[src/pinsel_defines.vh]
// constants for the shared pin function select block
`ifndef PINSEL_DEFINES_VH
`define PINSEL_DEFINES_VH

// register byte addresses
`define REG_GPIO_EN      8'h00
`define REG_PORT_CFG     8'h04
`define REG_GPIO_OUT     8'h08
`define REG_STATUS       8'h0C

// field positions in io enable register
`define GPIO_EN_AUDIO    0
`define GPIO_EN_MIC1     1
`define GPIO_EN_MIC2     2
// field positions in port configuration register
`define PORT_AUDIO_OUT   0
`define PORT_MIC_IN      1
`define PORT_MIC_GPIO    2

// reset values
`define RST_GPIO_EN      3'h0
`define RST_PORT_CFG     3'h0
`define RST_GPIO_OUT     3'h0

// pin function codes reported in status
`define FN_PULLDOWN      2'h0
`define FN_GPIO          2'h1
`define FN_PRIMARY       2'h2
`define FN_MUTED         2'h3

// axi responses
`define RESP_OKAY        2'h0
`define RESP_SLVERR      2'h2

`endif

[src/shared_pin_function_select.v]
// shared pin function select with microphone mute, axi4-lite registers
//
// Chosen here: register access over AXI4-Lite and the placing of the registers.
`timescale 1ns/1ps
`include "pinsel_defines.vh"
module shared_pin_function_select (
   input  wire        clk,
   input  wire        resetn,
   input  wire [7:0]  s_axi_awaddr,
   input  wire        s_axi_awvalid,
   output reg         s_axi_awready,
   input  wire [31:0] s_axi_wdata,
   input  wire [3:0]  s_axi_wstrb,
   input  wire        s_axi_wvalid,
   output reg         s_axi_wready,
   output reg  [1:0]  s_axi_bresp,
   output reg         s_axi_bvalid,
   input  wire        s_axi_bready,
   input  wire [7:0]  s_axi_araddr,
   input  wire        s_axi_arvalid,
   output reg         s_axi_arready,
   output reg  [31:0] s_axi_rdata,
   output reg  [1:0]  s_axi_rresp,
   output reg         s_axi_rvalid,
   input  wire        s_axi_rready,
   input  wire        audio_serial_in,
   input  wire        mic_clock_in,
   input  wire        mic_mute_n_pin,
   input  wire        record_sample_valid,
   input  wire [23:0] record_sample,
   output reg         shared_io_audio_out_pin_o,
   output reg         shared_io_audio_out_pin_oe,
   output reg         shared_io_audio_out_pulldown,
   output reg         mic_clock_shared_pin_o,
   output reg         mic_clock_shared_pin_oe,
   output reg         mic_clock_shared_pulldown,
   output reg         mic_data_shared_pulldown,
   output reg         mic_capture_enable,
   output reg         record_out_valid,
   output reg  [23:0] record_out
);

   // ****************************************************************
   // registers
   // ****************************************************************
   reg [2:0] gpio_en_q;
   reg [2:0] port_cfg_q;
   reg [2:0] gpio_out_q;
   reg [7:0] awaddr_q;
   reg       aw_have_q;
   reg [31:0] wdata_q;
   reg [3:0] wstrb_q;
   reg       w_have_q;
   wire      mute_n_sync;

   // ****************************************************************
   // mute pin synchroniser
   // ****************************************************************
   sync2 u_mute_sync (
      .clk    (clk),
      .resetn (resetn),
      .d      (mic_mute_n_pin),
      .q      (mute_n_sync)
   );

   // ****************************************************************
   // pin function decode
   // ****************************************************************
   // precedence order: io enable, then port direction, else pull-down
   function [1:0] audio_fn;
      input [2:0] en;
      input [2:0] cfg;
      begin
         if (en[`GPIO_EN_AUDIO])
            audio_fn = `FN_GPIO;
         else if (cfg[`PORT_AUDIO_OUT])
            audio_fn = `FN_PRIMARY;
         else
            audio_fn = `FN_PULLDOWN;
      end
   endfunction

   // decides which addresses exist for writes; reads decode the address in their own case
   function reg_mapped;
      input [7:0] addr;
      begin
         reg_mapped = (addr == `REG_GPIO_EN) ||
                      (addr == `REG_PORT_CFG) ||
                      (addr == `REG_GPIO_OUT) ||
                      (addr == `REG_STATUS);
      end
   endfunction

   // status word packing: mute, capture, mic function, audio function
   function [31:0] status_word;
      input       mute_on;
      input       capture;
      input [1:0] mic_fn;
      input [1:0] aud_fn;
      begin
         status_word = {26'h0000000, mute_on, capture, mic_fn, aud_fn};
      end
   endfunction

   reg [1:0] audio_fn_d;
   reg [1:0] mic_fn_d;
   reg       mic_capture_d;
   always @* begin
      audio_fn_d = audio_fn(gpio_en_q, port_cfg_q);
      if (gpio_en_q[`GPIO_EN_MIC1])
         // mute both mic pins, clock and data pulled down
         mic_fn_d = `FN_MUTED;
      else if (gpio_en_q[`GPIO_EN_MIC2])
         mic_fn_d = `FN_GPIO;
      else if (port_cfg_q[`PORT_MIC_IN] && !port_cfg_q[`PORT_MIC_GPIO])
         mic_fn_d = `FN_PRIMARY;
      else
         mic_fn_d = `FN_PULLDOWN;
      // mute path unless mic function decodes to primary
      mic_capture_d = (mic_fn_d == `FN_PRIMARY);
   end

   // ****************************************************************
   // audio output pin
   // ****************************************************************
   // pull-down and drive are exclusive, so the pin never floats
   always @(posedge clk or negedge resetn) begin
      if (!resetn) begin
         shared_io_audio_out_pin_o    <= 1'b0;
         shared_io_audio_out_pin_oe   <= 1'b0;
         shared_io_audio_out_pulldown <= 1'b1;
      end else begin
         shared_io_audio_out_pin_o <= (audio_fn_d == `FN_GPIO) ?
                                      gpio_out_q[`GPIO_EN_AUDIO] :
                                      (audio_fn_d == `FN_PRIMARY) & audio_serial_in;
         shared_io_audio_out_pin_oe   <= (audio_fn_d != `FN_PULLDOWN);
         shared_io_audio_out_pulldown <= (audio_fn_d == `FN_PULLDOWN);
      end
   end

   // ****************************************************************
   // microphone clock pin
   // ****************************************************************
   always @(posedge clk or negedge resetn) begin
      if (!resetn) begin
         mic_clock_shared_pin_o    <= 1'b0;
         mic_clock_shared_pin_oe   <= 1'b0;
         mic_clock_shared_pulldown <= 1'b1;
      end else begin
         mic_clock_shared_pin_o    <= (mic_fn_d == `FN_PRIMARY) & mic_clock_in;
         mic_clock_shared_pin_oe   <= (mic_fn_d == `FN_PRIMARY);
         mic_clock_shared_pulldown <= (mic_fn_d != `FN_PRIMARY);
      end
   end

   // ****************************************************************
   // microphone data pin and capture enable
   // ****************************************************************
   always @(posedge clk or negedge resetn) begin
      if (!resetn) begin
         mic_data_shared_pulldown <= 1'b1;
         mic_capture_enable       <= 1'b0;
      end else begin
         // data pin is an input; pulled down unless mics are in use
         mic_data_shared_pulldown <= (mic_fn_d != `FN_PRIMARY);
         mic_capture_enable       <= mic_capture_d;
      end
   end

   // ****************************************************************
   // record stream mute
   // ****************************************************************
   // sits after software gain and mute, so no register can undo it
   always @(posedge clk or negedge resetn) begin
      if (!resetn) begin
         record_out_valid <= 1'b0;
         record_out       <= 24'h000000;
      end else begin
         record_out_valid <= record_sample_valid;
         // forced silence, no software path
         // registered enable: stream gating follows the reported capture state one cycle later
         record_out <= (!mute_n_sync || !mic_capture_enable) ? 24'h000000 : record_sample;
      end
   end

   // ****************************************************************
   // axi4-lite write
   // ****************************************************************
   wire wr_go = aw_have_q && w_have_q && !s_axi_bvalid;
   wire wr_ok = reg_mapped(awaddr_q);
   always @(posedge clk or negedge resetn) begin
      if (!resetn) begin
         s_axi_awready <= 1'b0;
         s_axi_wready  <= 1'b0;
         s_axi_bvalid  <= 1'b0;
         s_axi_bresp   <= `RESP_OKAY;
         aw_have_q     <= 1'b0;
         w_have_q      <= 1'b0;
         awaddr_q      <= 8'h00;
         wdata_q       <= 32'h00000000;
         wstrb_q       <= 4'h0;
         gpio_en_q     <= `RST_GPIO_EN;
         port_cfg_q    <= `RST_PORT_CFG;
         gpio_out_q    <= `RST_GPIO_OUT;
      end else begin
         s_axi_awready <= !aw_have_q && !s_axi_awready && !s_axi_bvalid;
         s_axi_wready  <= !w_have_q && !s_axi_wready && !s_axi_bvalid;
         if (s_axi_awvalid && s_axi_awready) begin
            aw_have_q <= 1'b1;
            awaddr_q  <= s_axi_awaddr;
         end
         if (s_axi_wvalid && s_axi_wready) begin
            w_have_q <= 1'b1;
            wdata_q  <= s_axi_wdata;
            wstrb_q  <= s_axi_wstrb;
         end
         if (wr_go) begin
            aw_have_q    <= 1'b0;
            w_have_q     <= 1'b0;
            s_axi_bvalid <= 1'b1;
            s_axi_bresp  <= wr_ok ? `RESP_OKAY : `RESP_SLVERR;
            if (wstrb_q[0]) begin
               case (awaddr_q)
                  `REG_GPIO_EN:  gpio_en_q  <= wdata_q[2:0];
                  `REG_PORT_CFG: port_cfg_q <= wdata_q[2:0];
                  `REG_GPIO_OUT: gpio_out_q <= wdata_q[2:0];
                  default: begin
                  end
               endcase
            end
         end else if (s_axi_bvalid && s_axi_bready) begin
            s_axi_bvalid <= 1'b0;
         end
      end
   end

   // ****************************************************************
   // axi4-lite read
   // ****************************************************************
   always @(posedge clk or negedge resetn) begin
      if (!resetn) begin
         s_axi_arready <= 1'b0;
         s_axi_rvalid  <= 1'b0;
         s_axi_rdata   <= 32'h00000000;
         s_axi_rresp   <= `RESP_OKAY;
      end else begin
         s_axi_arready <= !s_axi_arready && !s_axi_rvalid;
         if (s_axi_arvalid && s_axi_arready) begin
            s_axi_rvalid <= 1'b1;
            s_axi_rresp  <= `RESP_OKAY;
            case (s_axi_araddr)
               `REG_GPIO_EN:  s_axi_rdata <= {29'h00000000, gpio_en_q};
               `REG_PORT_CFG: s_axi_rdata <= {29'h00000000, port_cfg_q};
               `REG_GPIO_OUT: s_axi_rdata <= {29'h00000000, gpio_out_q};
               `REG_STATUS:   s_axi_rdata <= status_word(!mute_n_sync, mic_capture_d,
                                                         mic_fn_d, audio_fn_d);
               default: begin
                  s_axi_rdata <= 32'h00000000;
                  s_axi_rresp <= `RESP_SLVERR;
               end
            endcase
         end else if (s_axi_rvalid && s_axi_rready) begin
            s_axi_rvalid <= 1'b0;
         end
      end
   end

endmodule // shared_pin_function_select

[src/sync2.v]
// two flip-flop synchroniser for a single level
`timescale 1ns/1ps
module sync2 (
   input  wire clk,
   input  wire resetn,
   input  wire d,
   output wire q
);
   reg meta_q;
   reg sync_q;
   always @(posedge clk or negedge resetn) begin
      if (!resetn) begin
         meta_q <= 1'b0;
         sync_q <= 1'b0;
      end else begin
         meta_q <= d;
         sync_q <= meta_q;
      end
   end
   assign q = sync_q;
endmodule // sync2
[config.mk]
export PLATFORM = sky130hd
export DESIGN_NAME = shared_pin_function_select
export DESIGN_NICKNAME = d
export VERILOG_FILES = /design/src/shared_pin_function_select.v /design/src/sync2.v
export VERILOG_INCLUDE_DIRS = /design/src
export SDC_FILE = /design/constraint.sdc
export NUM_CORES = 1
export LEC_CHECK = 0
export BUFFER_PORTS_ARGS = -buffer_cell sky130_fd_sc_hd__buf_2
export CORE_ASPECT_RATIO = 0.5
export CORE_MARGIN = 2
export CORE_UTILIZATION = 39
export CTS_CLUSTER_SIZE = 40
export DETAILED_ROUTE_END_ITERATION = 10
export GPL_TIMING_DRIVEN = 0
export PLACE_DENSITY = 0.86
export SKIP_CTS_REPAIR_TIMING = 1
export SLEW_MARGIN = 10
export SYNTH_ARGS = -nofsm -noshare
export SYNTH_HDL_FRONTEND = slang
export SYNTH_SLANG_ARGS = --single-unit
[constraint.sdc]
create_clock -name clk -period 1.8 [get_ports clk]
set_input_delay 0.27 -clock clk [delete_from_list [all_inputs] [get_ports clk]]
set_output_delay 0.27 -clock clk [all_outputs]
set_load 0.03 [all_outputs]
### Word-level counts from Yosys, hierarchy flattened

Cells that the tools add are included.

* input port bits: 87
* register bits: 97
* output and inout port bits: 74

* mux-type cells: 18
* reductions and logical operators: 39
* bitwise logic cells: 2
* equal/unequal tests: 10

Operator list (count)
* $eq A8 B4 Y1 const B: 4
* $mux W24: 1
* $pmux W6 S4: 1
* $eq A8 B3 Y1 const B: 2
* $logic_not A8 Y1: 2
* $mux W2: 7
* $logic_and A1 B1 Y1: 13
* $logic_not A1 Y1: 10
* $reduce_bool A2 Y1: 5
* $mux W1: 9
* $reduce_and A3 Y1: 3
* $eq A2 B2 Y1 const B: 2
* $logic_or A1 B1 Y1: 4
* $reduce_or A4 Y1: 1
* $and A1 B1 Y1: 2
* $eq A2 B1 Y1 const B: 1
* $logic_not A2 Y1: 1
* $ne A2 B2 Y1 const B: 1

### Longest topological paths before layout

* depth in word-level cells: 7
* gate-level depth with buffers: 4

### Cells and area by module

A second synthesis with hierarchy kept.

* cell total of the unflattened synthesis: 220
* area, all modules: 2787.7 µm²

Modules (own cells, without submodules)
* shared_pin_function_select: area an instance 2737.6 µm², instances 1, cells an instance 218
* sync2: area an instance 50.0 µm², instances 1, cells an instance 2

### Least setup slack after synthesis

OpenSTA, ideal clock, no wires.

* kind: register to register
* start point: reg awaddr_q[1]
* end point: reg gpio_out_q[0]
* library setup time: 125 ps
* cell stages (with the launch flop): 4
* buffers on the path: 0
* data required time: 1675 ps
* arrival: 1752 ps
* path slack: -77 ps
* path through: dfrtp_1 -> or4_4 -> or4_4 -> mux2_4

* word-level cells in the longest chain between the ends: 2

RTL lines
* start: declaration: line shared_pin_function_select.v:49 `reg [7:0] awaddr_q;`
* start signal: assignment: line shared_pin_function_select.v:210 `awaddr_q <= s_axi_awaddr;`
* $eq A8 B4 Y1: line shared_pin_function_select.v:223 `case (awaddr_q)`
* $reduce_and A3 Y1 (no line)
* end signal: assignment: line shared_pin_function_select.v:204 `` gpio_out_q <= `RST_GPIO_OUT; ``
* end signal: assignment: line shared_pin_function_select.v:226 `` `REG_GPIO_OUT: gpio_out_q <= wdata_q[2:0]; ``
* end: declaration: line shared_pin_function_select.v:48 `reg [2:0] gpio_out_q;`

No other way between the ends.
A chain may end at the register's enable or synchronous reset.

### Worst setup path in the final report

Ends and elaborated chain as after synthesis.

==> summary.txt <==
Result of the run - finished with violations
Violations in the final reports - setup timing
Area of the die - 0.00787 mm²
Fraction of power spent switching nets - 0.296
Count of buffers from port buffering - 99
Max FO, Critical Path - 4
Gr usage total - 0.164
Wirelength, routed - 5940 µm
Share of the synthesized area in compound gates (AO/OA/AOI/OAI) - 0.0400
Post-synthesis cell count - 218
CTS Root Cell - sky130_fd_sc_hd__clkbuf_16
Shortest clock period the worst path allows after layout - 1.90 ns
CTS tree - yes
Clock net sink count - 69
Final setup vio count - 5
Pwr Density - 1230 mW/mm²
Via count - 1992
Cell Int Power - 0.00334 W
PnR Total Power - 0.00474 W
Data arrival time of the critical path - 2.10 ns
Pin slew with the least headroom to its limit - 0.579 ns
Layout Utilization - 0.566
Count of antenna diodes in the layout - 0
Drt pass-1 iters - 4
Combinational group share of total power - 0.219
Multiplexer share of the synthesized area - 0.108
Number of synthesized register bits - 69
Overflow left after global routing - 0
Total buffers and inverters traversed by the critical path - 0
Post-Route Skew - 0.00764 ns
Most common cell on crit path - sky130_fd_sc_hd__or4_4
Smallest setup slack after layout - -0.102 ns
Worst reg-to-reg path cell count - 3
Final worst path period share - 1.06
Maximum ir drop on the vdd rail - 601 µV
Worst Path Class, Setup - reg -> reg
Most common library cell in the layout ignoring fill and taps - sky130_fd_sc_hd__buf_2
Fmax - 526 MHz
Path length in cells of the critical path - 3
Most frequent cells in the layout - 98 x sky130_fd_sc_hd__buf_2, 67 x sky130_fd_sc_hd__dfrtp_1, 31 x sky130_fd_sc_hd__buf_4, 28 x sky130_fd_sc_hd__conb_1, 24 x sky130_fd_sc_hd__and3_1
Width of the die - 123 µm
Insertion delay of the later-clocked pin in the worst-skew pair - 0.32 ns
Routed wire per std cell - 13.1 µm
Area added between synthesis and finish - 38.3%
Sw Pwr - 0.00140 W
Final net count - 444
Wire length of the first global-routing pass - 9650 µm
Worst slack after detailed placement - -0.314 ns
Clk pin slew, worst setup/hold paths - 0.05 ns
Core Rows - 21
Unrepaired setup endpoints after global routing - yes
Area of the core - 0.00681 mm²
Count of antenna-violating nets left after detailed routing - 0
Antenna violations before repair - 0
Max capacitance violation total - 0
Clk network pwr share - 0.348
Sequential area share after synthesis - 0.621
Number of global-route vias before repair - 2045
Simple logic cell fraction of the synthesized area - 0.131
Die Ht - 63.7 µm
Buffers from clock root to sink, at most - 2
Netlist Area Pre-Place - 0.00278 mm²
DRC errors left - 0
Launching element type of the critical path - register
Unique cell type count in the Yosys netlist - 32
Starting Density - 0.409
Xor/xnor cell area share of the yosys netlist - 0
Global placement routability congestion - 0.779
Number of buffers inserted during clock tree synthesis - 9
Worst path slowest cell - sky130_fd_sc_hd__or4_4
Proportion of layout cells with a drive suffix above 1 - 0.483
Top-Level Pins - 161
Post-Synth Adder-Cell Area - 0
Average via count per standard cell - 4.39
Share of power burned in registers - 0.433
Cell chain of the critical path - or4_4 -> or4_4 -> mux2_4
Detail Placement HPWL - 4340 µm
Avg Synthesized Cell Area - 12.8 µm²
Number of DRC markers in iteration 0 - 70
Kind of cell with the highest combined delay on the critical path - simple AND/OR/NAND/NOR gates
Peak per-stage delay on the critical path - 0.59 ns
Crit end category - register
Warning count from the yosys run - 0
Worst hold path cell count - 1
Endpoints failing hold - 0
Depth of the CTS H-tree - 3
Reported leakage power - 2.17 nW
Smallest hold slack - 0.0490 ns
Slew Limit Headroom - 0.611
Number of max-slew violations in the final report - 0
Dominant combinational cell family by area after synthesis - simple AND/OR/NAND/NOR gates
CP Data Required Time - 2.00 ns
Maximum number of pins on one net before global-route repair - 68
Class of the worst hold path - in -> reg
[final cells by class]
cell class                      count  area, µm²
Inverter                            7       26.3
Fill cell                         554       2960
Buffer                             36        248
Timing Repair Buffer              101        536
Clock inverter                      3       40.0
Multi-Input combinational cell    133        915
Sequential cell                    69       1730
Clock buffer                       13        240
Tap cell                           92        115
[kinds of logic (layout without fill, tap and decap cells)]
logic type | Yosys count | in the layout
AO/OA/AOI/OAI | 17 | 17
buffers and inverters | 43 | 160
flip-flops | 69 | 69
multiplexers | 26 | 26
other | 1 | 28
AND/OR/NAND/NOR | 62 | 62
[worst reg2reg max path: stages (launching register included)]
cell and delay [ns]:
sky130_fd_sc_hd__dfrtp_1 0.37, sky130_fd_sc_hd__or4_4 0.59, sky130_fd_sc_hd__or4_4 0.49, sky130_fd_sc_hd__mux2_4 0.32
[final timing paths]
kind / from / slack (ns) / endpoint
hold reg to reg: u_mute_sync.meta_q / 0.35 / u_mute_sync.q
max in group asynchronous: resetn / 0.96 / shared_io_audio_out_pulldown
hold / removal: mic_mute_n_pin / 0.05 / u_mute_sync.meta_q
min in group asynchronous: resetn / 0.28 / record_out_valid
setup reg to reg: awaddr_q[1] / -0.10 / gpio_out_q[0]
setup / recovery: awaddr_q[1] / -0.10 / gpio_out_q[0]
[metrics by stage]
step / cell area (µm²) / TNS, ns / instances
final: 3850 / -0.382 / 454
after CTS: 3800 / -2.44 / 453
after global placement: 3490 / -1.77 / 436
after floorplan: 2880 / -0.349 / 245
after detailed placement: 3520 / -1.87 / 437
after global routing: 3850 / -0.635 / 454
[flip-flops by register name, indices dropped and copies added (netlist names), 3 cells and up]
register	flops
gpio_out_q	3
wdata_q	3
audio_fn.cfg	3
record_out	24
awaddr_q	8
audio_fn.en	3
s_axi_rdata	6
[per-layer routing]
| layer | global-route usage | share of wire | vias to the layer above |
|---|---|---|---|
| li1 | - | - | 970 |
| met1 | 0.185 | 0.40 | 963 |
| met2 | 0.289 | 0.53 | 53 |
| met3 | 0.0616 | 0.061 | 6 |
| met4 | 0.0483 | 0.011 | 0 |
| met5 | 0 | 0 | - |
[power by group through the flow]
stage	Clock (W)	Combinational [W]	Sequential, W
floorplan	0	0.000548	0.00220
global placement	0	0.000964	0.00206
detailed placement	0	0.000997	0.00208
CTS	0.00168	0.00101	0.00205
global route	0.00177	0.00113	0.00209
finish	0.00165	0.00104	0.00205
[cell usage after synthesis (all sizes together)]
master	count	area (µm²)
a21oi	1	5.00
nand2	13	48.8
nor2	3	11.3
mux2	23	270
a21boi	1	7.51
mux2i	3	30.0
o31ai	3	22.5
nor2b	1	6.26
inv	7	26.3
dfrtp	67	1680
dfstp	2	52.6
nor4	3	18.8
nand3b	2	15.0
nand2b	2	12.5
o21ai	8	40.0
or4	2	22.5
and3	24	150
or2	2	12.5
conb	1	3.75
clkbuf	6	22.5
o221a	1	11.3
or3b	1	8.76
o41ai	1	8.76
nand4b	1	8.76
o22a	1	8.76
nor3b	2	15.0
nand4	2	12.5
a211oi	1	7.51
nor3	3	15.0
and2	1	6.26
buf	30	225
Note: power is estimated with default switching activity, not from simulation.
